## src/shared/pad_pkg.sv

```systemverilog
// Shared constants, state types and helper functions for the PCI
// address-phase encoder/decoder.
// Assumes every user runs on the PCI clock and names items with pad_pkg::.

package pad_pkg;

	// Bus command codes carried on the command lines in the address phase
	localparam logic [3:0] CMD_IO_RD   = 4'h2;
	localparam logic [3:0] CMD_IO_WR   = 4'h3;
	localparam logic [3:0] CMD_MEM_RD  = 4'h6;
	localparam logic [3:0] CMD_MEM_WR  = 4'h7;
	localparam logic [3:0] CMD_CFG_RD  = 4'hA;
	localparam logic [3:0] CMD_CFG_WR  = 4'hB;
	localparam logic [3:0] CMD_MEM_RDM = 4'hC;
	localparam logic [3:0] CMD_MEM_RDL = 4'hE;
	localparam logic [3:0] CMD_MEM_WRI = 4'hF;

	// Low address bit encodings
	localparam logic [1:0] BURST_LINEAR = 2'h0;
	localparam logic [1:0] BURST_WRAP   = 2'h2;
	localparam logic [1:0] CFG_TYPE0    = 2'h0;
	localparam logic [1:0] CFG_TYPE1    = 2'h1;

	// Configuration address field positions
	localparam int CFG_DW_LSB  = 2;
	localparam int CFG_FN_LSB  = 8;
	localparam int CFG_DEV_LSB = 11;
	localparam int CFG_BUS_LSB = 16;
	localparam int CFG_TOP_LSB = 24;

	// Device-select lines taken from the upper address lines
	localparam int         IDSEL_LSB   = 11;
	localparam logic [4:0] IDSEL_LINES = 5'h15;

	// Address step per completed data phase, in bytes
	localparam logic [31:0] ADDR_STEP = 32'h0000_0004;

	// Medium decode: claim two clocks after the address phase
	localparam logic [1:0] DEVSEL_DELAY = 2'h2;

	// Values after reset
	localparam logic [31:0] AD_RST  = 32'h0000_0000;
	localparam logic [3:0]  CBE_RST = 4'h0;

	// Arbiter and target state machines
	typedef enum logic [1:0] {
		ARB_IDLE = 2'b01,
		ARB_BUSY = 2'b10
	} pad_arb_st_t;

	typedef enum logic [2:0] {
		TGT_IDLE  = 3'b001,
		TGT_WAIT  = 3'b010,
		TGT_CLAIM = 3'b100
	} pad_tgt_st_t;

	// Memory-space command test
	function automatic logic is_mem(input logic [3:0] cmd);
		is_mem = (cmd == CMD_MEM_RD) || (cmd == CMD_MEM_WR) || (cmd == CMD_MEM_RDM)
			|| (cmd == CMD_MEM_RDL) || (cmd == CMD_MEM_WRI);
	endfunction

	// I/O-space command test
	function automatic logic is_io(input logic [3:0] cmd);
		is_io = (cmd == CMD_IO_RD) || (cmd == CMD_IO_WR);
	endfunction

	// Configuration-space command test
	function automatic logic is_cfg(input logic [3:0] cmd);
		is_cfg = (cmd == CMD_CFG_RD) || (cmd == CMD_CFG_WR);
	endfunction

	// Even parity over the full address and command, low bits included
	function automatic logic par_of(input logic [31:0] ad, input logic [3:0] cbe);
		par_of = ^{ad, cbe};
	endfunction

endpackage

```

## src/core/pad_arb.sv

```systemverilog
// Fixed-priority arbiter for the three internal initiator sources.
// Assumes requests hold until served and done pulses once per transaction.
`timescale 1ns/1ps
`default_nettype none

module pad_arb (
	// Clock and reset
	input  wire logic       clk_i,
	input  wire logic       nrst_i,
	// Requests: bit 0 system bus, bit 1 transmit, bit 2 receive
	input  wire logic [2:0] req_i,
	input  wire logic       done_i,
	// One-hot owner
	output logic      [2:0] grant_o
);

	pad_pkg::pad_arb_st_t st_q;   // Arbiter state
	logic [2:0]           gnt_q;  // Current owner

	// Owner is held until its transaction completes, never preempted
	always_ff @(posedge clk_i or negedge nrst_i) begin
		if (!nrst_i) begin
			st_q  <= pad_pkg::ARB_IDLE;
			gnt_q <= 3'h0;
		end else begin
			case (st_q)
				pad_pkg::ARB_IDLE: begin
					// Lowest index wins
					if (req_i[0]) begin
						gnt_q <= 3'h1;
						st_q  <= pad_pkg::ARB_BUSY;
					end else if (req_i[1]) begin
						gnt_q <= 3'h2;
						st_q  <= pad_pkg::ARB_BUSY;
					end else if (req_i[2]) begin
						gnt_q <= 3'h4;
						st_q  <= pad_pkg::ARB_BUSY;
					end
				end
				pad_pkg::ARB_BUSY: begin
					// Re-evaluate only after the owner finishes
					if (done_i) begin
						gnt_q <= 3'h0;
						st_q  <= pad_pkg::ARB_IDLE;
					end
				end
				default: begin
					gnt_q <= 3'h0;
					st_q  <= pad_pkg::ARB_IDLE;
				end
			endcase
		end
	end

	assign grant_o = gnt_q;

endmodule
`default_nettype wire

```

## src/core/pad_core.sv

```systemverilog
// Address-phase encoder (initiator) and decoder (target) for a PCI
// controller, plus internal initiator selection and header access.
// Assumes all bus pins are synchronous to the PCI clock CLK_I.
//
// What this block does
// - Memory low bits: 00 linear, 10 wrap.
// - Linear address steps four bytes per phase.
// - Parity always covers both low address bits.
// - Wrapped internal burst drives wrap order.
// - Single and non-wrap bursts drive 00.
// - Wrap with zero line size: one beat.
// - I/O address uses all 32 lines.
// - I/O bytes outside range: target-abort.
// - I/O low bits match lowest enabled lane.
// - Config low bits: 00 Type 0, 01 Type 1.
// - Type 0 stays local or master-aborts.
// - Type 0: function, doubleword, select needed.
// - Type 1 fields: dword, fn, dev, bus.
// - Ignore select on Type 1; answer Type 0.
// - Claim only assigned ranges, never subtractively.
// - Priority: system bus, transmit, then receive.
// - Header access needs no bus arbitration.
// - Drive config address and command together.
// - Claim two clocks after address phase.
`timescale 1ns/1ps
`default_nettype none

module pad_core (
	// Clock and reset
	input  wire logic        CLK_I,
	input  wire logic        NRST_I,
	// Bus lines as seen by the target
	input  wire logic [31:0] AD_I,
	input  wire logic [3:0]  CBE_I,
	input  wire logic        PAR_I,
	input  wire logic        FRAME_N_I,
	input  wire logic        IRDY_N_I,
	input  wire logic        TRDY_N_I,
	input  wire logic        IDSEL_I,
	// Assigned target ranges
	input  wire logic [31:0] MEM_BASE_I,
	input  wire logic [31:0] MEM_MASK_I,
	input  wire logic [31:0] IO_BASE_I,
	input  wire logic [31:0] IO_LIMIT_I,
	input  wire logic [7:0]  CACHE_LINE_I,
	// Target decode results
	output logic             DEVSEL_O,
	output logic [31:0]      TGT_ADDR_O,
	output logic [3:0]       TGT_CMD_O,
	output logic             TGT_ABORT_O,
	output logic             TGT_STOP_O,
	output logic             ADDR_PERR_O,
	// Internal initiator sources
	input  wire logic        XLB_REQ_I,
	input  wire logic [3:0]  XLB_CMD_I,
	input  wire logic [31:0] XLB_ADDR_I,
	input  wire logic        XLB_WRAP_I,
	input  wire logic        XLB_SINGLE_I,
	input  wire logic        TX_REQ_I,
	input  wire logic [31:0] TX_ADDR_I,
	input  wire logic        RX_REQ_I,
	input  wire logic [31:0] RX_ADDR_I,
	input  wire logic [7:0]  LOCAL_BUS_I,
	input  wire logic        BUS_GNT_I,
	input  wire logic        INIT_DONE_I,
	output logic [2:0]       GRANT_O,
	// Initiator address phase drive
	output logic [31:0]      AD_O,
	output logic             AD_OE_O,
	output logic [3:0]       CBE_O,
	output logic             CBE_OE_O,
	output logic             PAR_O,
	output logic             PAR_OE_O,
	// Internal header access
	input  wire logic        HDR_REQ_I,
	output logic             HDR_ACK_O
);

	// I/O byte enables agree with the low address bits
	function automatic logic be_ok(input logic [1:0] lo, input logic [3:0] be);
		be_ok = 1'b1;
		if (be != 4'hF) begin
			case (lo)
				2'h0: be_ok = (be[0] == 1'b0);
				2'h1: be_ok = (be[1:0] == 2'h1);
				2'h2: be_ok = (be[2:0] == 3'h3);
				default: be_ok = (be == 4'h7);
			endcase
		end
	endfunction

	// Highest enabled lane, for the range check of the last byte
	function automatic logic [1:0] hi_lane(input logic [3:0] be);
		if (!be[3])
			hi_lane = 2'h3;
		else if (!be[2])
			hi_lane = 2'h2;
		else if (!be[1])
			hi_lane = 2'h1;
		else
			hi_lane = 2'h0;
	endfunction

	// ---------------- Target side ----------------

	pad_pkg::pad_tgt_st_t st_q;        // Target state
	logic                 frame_n_q;   // Previous FRAME level
	logic                 irdy_n_q;    // Previous IRDY level
	logic                 addr_ph;     // Address phase this clock
	logic                 mem_hit;     // Memory range hit
	logic                 io_hit;      // I/O range hit
	logic                 cfg_hit;     // Type 0 config with select
	logic                 addr_hit;    // Any positive hit
	logic                 is_io_q;     // Claimed access is I/O
	logic                 resv_q;      // Reserved burst order seen
	logic [1:0]           dly_q;       // Claim delay counter
	logic                 hit_q;       // Hit held during the delay
	logic [31:0]          lat_ad_q;    // Address as sampled
	logic [3:0]           lat_cbe_q;   // Command as sampled
	logic                 chk_par_q;   // Parity due next clock
	logic                 beat_done;   // Data phase completes
	logic                 bus_end;     // Bus back to idle
	logic                 io_bad;      // I/O access cannot complete

	// Start of a transaction from an idle bus, not our own drive
	assign addr_ph = !FRAME_N_I && frame_n_q && irdy_n_q && !AD_OE_O;

	// Positive decode only; a miss is never claimed
	assign mem_hit = pad_pkg::is_mem(CBE_I)
		&& ((AD_I & MEM_MASK_I) == (MEM_BASE_I & MEM_MASK_I));
	assign io_hit = pad_pkg::is_io(CBE_I)
		&& (AD_I >= IO_BASE_I) && (AD_I <= IO_LIMIT_I);
	// Type 1 never claimed, select ignored for it
	assign cfg_hit = pad_pkg::is_cfg(CBE_I)
		&& (AD_I[1:0] == pad_pkg::CFG_TYPE0) && IDSEL_I;
	assign addr_hit = mem_hit || io_hit || cfg_hit;

	assign beat_done = (st_q == pad_pkg::TGT_CLAIM) && !IRDY_N_I && !TRDY_N_I;
	assign bus_end   = FRAME_N_I && IRDY_N_I;

	// Byte enables are valid in the first data phase (the wait clock)
	assign io_bad = !be_ok(lat_ad_q[1:0], CBE_I)
		|| ({lat_ad_q[31:2], hi_lane(CBE_I)} > IO_LIMIT_I);

	// Previous bus levels for idle detection
	always_ff @(posedge CLK_I or negedge NRST_I) begin
		if (!NRST_I) begin
			frame_n_q <= 1'b1;
			irdy_n_q  <= 1'b1;
		end else begin
			frame_n_q <= FRAME_N_I;
			irdy_n_q  <= IRDY_N_I;
		end
	end

	// Address latch and address parity check one clock later
	always_ff @(posedge CLK_I or negedge NRST_I) begin
		if (!NRST_I) begin
			lat_ad_q    <= pad_pkg::AD_RST;
			lat_cbe_q   <= pad_pkg::CBE_RST;
			chk_par_q   <= 1'b0;
			ADDR_PERR_O <= 1'b0;
		end else begin
			chk_par_q <= addr_ph;
			if (addr_ph) begin
				lat_ad_q  <= AD_I;
				lat_cbe_q <= CBE_I;
			end
			// Low two bits count even when unused for the address
			ADDR_PERR_O <= chk_par_q
				&& (PAR_I != pad_pkg::par_of(lat_ad_q, lat_cbe_q));
		end
	end

	// Target state machine: medium decode, claim, run, release
	always_ff @(posedge CLK_I or negedge NRST_I) begin
		if (!NRST_I) begin
			st_q        <= pad_pkg::TGT_IDLE;
			dly_q       <= 2'h0;
			hit_q       <= 1'b0;
			is_io_q     <= 1'b0;
			resv_q      <= 1'b0;
			DEVSEL_O    <= 1'b0;
			TGT_ABORT_O <= 1'b0;
			TGT_STOP_O  <= 1'b0;
			TGT_CMD_O   <= pad_pkg::CBE_RST;
		end else begin
			case (st_q)
				pad_pkg::TGT_IDLE: begin
					if (addr_ph) begin
						st_q      <= pad_pkg::TGT_WAIT;
						dly_q     <= 2'h1;
						hit_q     <= addr_hit;
						is_io_q   <= io_hit;
						TGT_CMD_O <= CBE_I;
						// Zero line size makes wrap reserved, as are 01 and 11
						resv_q <= mem_hit && (AD_I[1:0] != pad_pkg::BURST_LINEAR)
							&& ((AD_I[1:0] != pad_pkg::BURST_WRAP)
							|| (CACHE_LINE_I == 8'h00));
					end
				end
				pad_pkg::TGT_WAIT: begin
					// Claim lands two clocks after the address phase
					if (dly_q == pad_pkg::DEVSEL_DELAY - 2'h1) begin
						if (hit_q) begin
							st_q        <= pad_pkg::TGT_CLAIM;
							DEVSEL_O    <= 1'b1;
							TGT_ABORT_O <= is_io_q && io_bad;
						end else begin
							st_q <= pad_pkg::TGT_IDLE;
						end
					end else begin
						dly_q <= dly_q + 2'h1;
					end
				end
				pad_pkg::TGT_CLAIM: begin
					if (bus_end) begin
						st_q        <= pad_pkg::TGT_IDLE;
						DEVSEL_O    <= 1'b0;
						TGT_ABORT_O <= 1'b0;
						TGT_STOP_O  <= 1'b0;
						resv_q      <= 1'b0;
					end else if (beat_done && resv_q) begin
						// First beat given; second phase disconnects without data
						TGT_STOP_O <= 1'b1;
					end
				end
				default: begin
					st_q     <= pad_pkg::TGT_IDLE;
					DEVSEL_O <= 1'b0;
				end
			endcase
		end
	end

	// Current target address: memory from bits 31..2, I/O byte exact
	always_ff @(posedge CLK_I or negedge NRST_I) begin
		if (!NRST_I) begin
			TGT_ADDR_O <= pad_pkg::AD_RST;
		end else if (addr_ph) begin
			if (pad_pkg::is_mem(CBE_I))
				TGT_ADDR_O <= {AD_I[31:2], 2'h0};
			else
				TGT_ADDR_O <= AD_I;
		end else if (beat_done && !is_io_q) begin
			TGT_ADDR_O <= TGT_ADDR_O + pad_pkg::ADDR_STEP;
		end
	end

	// ---------------- Initiator side ----------------

	logic [31:0] ini_ad;      // Formatted address for the owner
	logic [3:0]  ini_cmd;     // Command for the owner
	logic [20:0] idsel_vec;   // One-hot device select lines
	logic [4:0]  cfg_dev;     // Device field of the request
	logic        started_q;   // Address phase already driven
	logic        go;          // Drive address phase this clock

	pad_arb u_arb (
		.clk_i  (CLK_I),
		.nrst_i (NRST_I),
		.req_i  ({RX_REQ_I, TX_REQ_I, XLB_REQ_I}),
		.done_i (INIT_DONE_I),
		.grant_o(GRANT_O)
	);

	assign cfg_dev = XLB_ADDR_I[pad_pkg::CFG_DEV_LSB +: 5];
	// Devices beyond the select lines get none and master-abort
	assign idsel_vec = (cfg_dev < pad_pkg::IDSEL_LINES)
		? (21'h0_0001 << cfg_dev) : 21'h0_0000;

	// Address and command formatting for whichever source owns the bus
	always_comb begin
		ini_ad  = pad_pkg::AD_RST;
		ini_cmd = pad_pkg::CBE_RST;
		if (GRANT_O[0]) begin
			ini_cmd = XLB_CMD_I;
			if (pad_pkg::is_mem(XLB_CMD_I)) begin
				if (XLB_WRAP_I && !XLB_SINGLE_I)
					ini_ad = {XLB_ADDR_I[31:2], pad_pkg::BURST_WRAP};
				else
					ini_ad = {XLB_ADDR_I[31:2], pad_pkg::BURST_LINEAR};
			end else if (pad_pkg::is_cfg(XLB_CMD_I)) begin
				if (XLB_ADDR_I[pad_pkg::CFG_BUS_LSB +: 8] == LOCAL_BUS_I)
					ini_ad = {idsel_vec, XLB_ADDR_I[pad_pkg::CFG_DW_LSB +: 9],
						pad_pkg::CFG_TYPE0};
				else
					ini_ad = {8'h00, XLB_ADDR_I[pad_pkg::CFG_DW_LSB +: 22],
						pad_pkg::CFG_TYPE1};
			end else begin
				ini_ad = XLB_ADDR_I;
			end
		end else if (GRANT_O[1]) begin
			ini_cmd = pad_pkg::CMD_MEM_WR;
			ini_ad  = {TX_ADDR_I[31:2], pad_pkg::BURST_LINEAR};
		end else if (GRANT_O[2]) begin
			ini_cmd = pad_pkg::CMD_MEM_RD;
			ini_ad  = {RX_ADDR_I[31:2], pad_pkg::BURST_LINEAR};
		end
	end

	// One address phase per ownership
	assign go = (GRANT_O != 3'h0) && BUS_GNT_I && !started_q && !INIT_DONE_I;

	always_ff @(posedge CLK_I or negedge NRST_I) begin
		if (!NRST_I)
			started_q <= 1'b0;
		else if (INIT_DONE_I)
			started_q <= 1'b0;
		else if (go)
			started_q <= 1'b1;
	end

	// Address and command lines driven together for one clock
	always_ff @(posedge CLK_I or negedge NRST_I) begin
		if (!NRST_I) begin
			AD_O     <= pad_pkg::AD_RST;
			AD_OE_O  <= 1'b0;
			CBE_O    <= pad_pkg::CBE_RST;
			CBE_OE_O <= 1'b0;
		end else begin
			AD_OE_O  <= go;
			CBE_OE_O <= go;
			if (go) begin
				AD_O  <= ini_ad;
				CBE_O <= ini_cmd;
			end
		end
	end

	// Parity trails the address by one clock and covers all 36 lines
	always_ff @(posedge CLK_I or negedge NRST_I) begin
		if (!NRST_I) begin
			PAR_O    <= 1'b0;
			PAR_OE_O <= 1'b0;
		end else begin
			PAR_OE_O <= AD_OE_O;
			PAR_O    <= pad_pkg::par_of(AD_O, CBE_O);
		end
	end

	// Header access bypasses arbitration and posted data entirely
	always_ff @(posedge CLK_I or negedge NRST_I) begin
		if (!NRST_I)
			HDR_ACK_O <= 1'b0;
		else
			HDR_ACK_O <= HDR_REQ_I && !HDR_ACK_O;
	end
endmodule
`default_nettype wire

```

## config.mk

```make
export PLATFORM = sky130hd
export DESIGN_NAME = pad_core
export DESIGN_NICKNAME = d
export VERILOG_FILES = /design/src/shared/pad_pkg.sv /design/src/core/pad_arb.sv /design/src/core/pad_core.sv
export SDC_FILE = /design/constraint.sdc
export NUM_CORES = 1
export LEC_CHECK = 0
export BUFFER_PORTS_ARGS = -buffer_cell sky130_fd_sc_hd__buf_2
export CAP_MARGIN = 40
export CORE_ASPECT_RATIO = 0.6
export CORE_MARGIN = 1.5
export CORE_UTILIZATION = 47
export DETAILED_ROUTE_END_ITERATION = 7
export GPL_TIMING_DRIVEN = 0
export HOLD_SLACK_MARGIN = 0.03
export PLACE_DENSITY = 0.75
export SLEW_MARGIN = 30
export SYNTH_ARGS = -nofsm -noshare
export SYNTH_HDL_FRONTEND = slang
export SYNTH_SLANG_ARGS = --single-unit
```

## constraint.sdc

```tcl
create_clock -name CLK_I -period 5.05 [get_ports CLK_I]
set_input_delay 0.505 -clock CLK_I [delete_from_list [all_inputs] [get_ports CLK_I]]
set_output_delay 0.505 -clock CLK_I [all_outputs]
set_load 0.05 [all_outputs]
```

==> results.sh <==
export IMPL_wl_per_cell_um=19.37
export IMPL_crit_arrival_ns=3.20
export IMPL_start_kind="input port"
export IMPL_crit_chain="buf_2, ha_1, nand4_1, nor4_1, nand2_1, nor4_1, o22ai_1, a41oi_1"
export IMPL_place_hpwl_um=28750
export IMPL_p_clk_share_pct=19.9
export IMPL_routabilityCongestion=1.012
export IMPL_slew_headroom_pct=51.81
export IMPL_status="completed"
export IMPL_yosys_area_top_type="dfrtp_1"
export IMPL_io_pins=379
export IMPL_final_layout_size_suffix_gt1_share_pct=28.18
export IMPL_end_kind="register"
export IMPL_ys_warn_count=0
export IMPL_synth_most_common_cell="nand2_1"
export IMPL_rows=40
export IMPL_hold_class="in2reg"
export IMPL_synth_area_leaders="dfrtp_1, ha_1, xnor2_1"
export IMPL_ys_flop_type="dfrtp_1"
export IMPL_synth_commonest_cells="nand2_1, dfrtp_1, ha_1, xnor2_1, inv_1"
export IMPL_synthDistinctLibCells=61
export IMPL_holdPathStages=1
export IMPL_ctsResizeCount=0
export IMPL_total_power_mw=6.320
export IMPL_synthCells=1125
export IMPL_drtIter0Drc=987
export IMPL_n_fill_cell=1783
export IMPL_overflow=0
export IMPL_syn_nets=1522
export IMPL_ir_drop_uv=354.9
export IMPL_postLayoutCoreUtil_pct=62.37
export IMPL_cts_hold_buffers=1
export IMPL_timing_final_hold_violations=0
export IMPL_worstHoldStart="FRAME_N_I"
export IMPL_combPwrFrac_pct=53.0
export IMPL_grt_total_usage_pct=32.45
export IMPL_root_buffer="clkbuf_16"
export IMPL_max_freq_ghz=0.3500
export IMPL_avgSynthCellArea_sq_um=8.616
export IMPL_core_area_sq_um=20120
export IMPL_synth_edf_count=0
export IMPL_slowest_stage="nor4_1"
export IMPL_dieWidth_um=188.4
export IMPL_antenna_found_initial=2
export IMPL_p_per_area_nw_per_um2=503.7
export IMPL_vias_per_cell=5.569
export IMPL_yosysTopAreaCellShare_pct=33.30
export IMPL_cts_made_buffers=17
export IMPL_cellLeakagePower_nw=6.482
export IMPL_p_int_mw=3.381
export IMPL_drtAntennaViolNets=0
export IMPL_hold_end="frame_n_q$_DFF_PN1_"
export IMPL_period_needed_ns=2.857
export IMPL_clkLatencyLatePin_ns=0.43
export IMPL_sw_frac_of_total_pct=46.50
export IMPL_critPathMaxStageDelay_ns=0.65
export IMPL_routed_wl_um=35020
export IMPL_cts_num_sinks=133
export IMPL_yosysSeqAreaShare_pct=34.39
export IMPL_synthToLayoutAreaGrowth_pct=29.46
export IMPL_slew_viol_final=0
export IMPL_skew_ns=0.007452
export IMPL_instances_no_fill=1808
export IMPL_initial_core_util_pct=48.18
export IMPL_syn_area_sq_um=9693
export IMPL_maxCapViolCount=0
export IMPL_cts_max_path_buffers=2
export IMPL_setup_tns_final_ns=0
export IMPL_tritoncts="yes"
export IMPL_cp_required_ns=5.40
export IMPL_async_flop_share_pct=100.0
export IMPL_cp_max_fo=4
export IMPL_synth_seq_cells=133
export IMPL_firstDrtPassIters=6
export IMPL_dp_cells=1773
export IMPL_cts_htree_levels=4
export IMPL_r2r_end="TGT_ADDR_O[28]$_DFFE_PN0P_"
export IMPL_die_y_um=114.2
export IMPL_dieArea_sq_um=21520
export IMPL_worstRegToRegCells=7
export IMPL_final_period_utilization_pct=56.57
export IMPL_worstSetupPathType="in2reg"
export IMPL_p_sw_mw=2.939
export IMPL_finalNetCount=1917
export IMPL_vias=10069
export IMPL_whs_ns=0.2117
export IMPL_grt_pass1_vias=9454
export IMPL_r2r_slack_ns=2.62
export IMPL_worstMarginPinSlew_ns=0.7162
export IMPL_grt_pass1_wl_um=53010
export IMPL_rsz0062_at_grt="no"
export IMPL_cts_setup_buffers=0
export IMPL_drc=0
export IMPL_seqPwrFrac_pct=27.0
export IMPL_crit_top_cell="nor4_1"
export IMPL_grt_max_degree=84
export IMPL_rr_startpoint="TGT_ADDR_O[7]$_DFFE_PN0P_"
export IMPL_port_buffers=374
export IMPL_clkSlewWorstSetupHoldPaths_ns=0.06
export IMPL_setup_viol=0
worst max-delay path, delay by kind of cell:
| kind | cells | cell delay [ns] |
|---|---|---|
| AOI/OAI and AO/OA | 2 | 0.43 |
| adders and majority gates | 1 | 0.31 |
| buffers and inverters | 1 | 0.17 |
| and+or+nand+nor | 4 | 1.78 |
layer usage:
metal  part of all wire (%)  up-vias  track usage (%)
met5                      0        -                0
met1                     46     4761            48.58
met2                     38      524            41.87
li1                       -     4746                -
met4                    1.2        0            7.090
met3                     14       38            14.34
cells in the final DEF, fill, tap and decap left out, drive strengths merged, types with 11 or more instances in the layout:
cell type	count
nand4	28
a22oi	21
inv	88
ha	102
nand3	26
buf	382
xor2	53
nand2	192
a21o	17
a222oi	13
a21oi	58
clkbuf	43
a221oi	11
o21ai	82
nor2	67
dfrtp	129
xnor2	86
worst max-delay path by stage:
stage | start | endpoint | slack [ns] | cells past startpoint
after floorplan | IO_LIMIT_I[14] | hit_q$_DFFE_PN0P_ | 2.83 | 9
after global placement | NRST_I | AD_O[26]$_DFFE_PN0P_ | 1.58 | 1
after detailed placement | AD_I[0] | hit_q$_DFFE_PN0P_ | 2.00 | 10
after CTS | AD_I[30] | hit_q$_DFFE_PN0P_ | 2.39 | 8
after global routing | AD_I[30] | is_io_q$_DFFE_PN0P_ | 2.14 | 8
final | AD_I[30] | hit_q$_DFFE_PN0P_ | 2.19 | 8
kinds of logic (layout without fill, tap and decap cells):
family | after synthesis | in the layout | synth area share (%)
AOI/OAI and AO/OA | 251 | 251 | 16.32
xor gates and xnor gates | 139 | 139 | 12.56
adders and majority gates | 102 | 102 | 13.17
buffers and inverters | 117 | 525 | 4.595
DFF | 133 | 133 | 34.39
muxes | 11 | 11 | 1.265
other | 0 | 2 | 0
and+or+nand+nor | 372 | 372 | 17.71
flip-flops by register name, summed over array words and instances, names as in the netlist, 2 cells and up:
name / cells
AD_O: 32
CBE_O: 4
TGT_ADDR_O: 32
TGT_CMD_O: 4
dly_q: 2
lat_ad_q: 32
lat_cbe_q: 4
st_q: 3
u_arb.grant_o: 3
u_arb.st_q: 2
layout make-up:
cell class	count	area, sq um	area share (%)
Inverter	85	319.1	2.543
Timing Repair Buffer	376	1919	15.30
Tap cell	273	341.6	2.722
Sequential cell	133	3333	26.56
Clock inverter	14	150.1	1.197
Buffer	32	126.4	1.007
Multi-Input combinational cell	875	5914	47.13
Clock buffer	18	439.2	3.500
Antenna cell	2	5.005	0.03988
per-stage QoR:
stage / cell area, sq um / worst slack [ns]
2_1_floorplan: 9693 / 2.831
3_3_place_gp: 11910 / 1.576
3_5_place_dp: 11940 / 2.005
4_1_cts: 12540 / 2.391
5_1_grt: 12550 / 2.138
6_report: 12550 / 2.193
power by group through the flow:
stage / logic (mW) / clock network (mW) / registers, mW
finish: 3.35 / 1.26 / 1.71
global route: 3.61 / 1.33 / 1.75
CTS: 3.33 / 1.27 / 1.70
detailed placement: 3.29 / 0 / 1.72
global placement: 3.24 / 0 / 1.71
floorplan: 1.67 / 0 / 2.42
(Power assumes the default switching activity.)
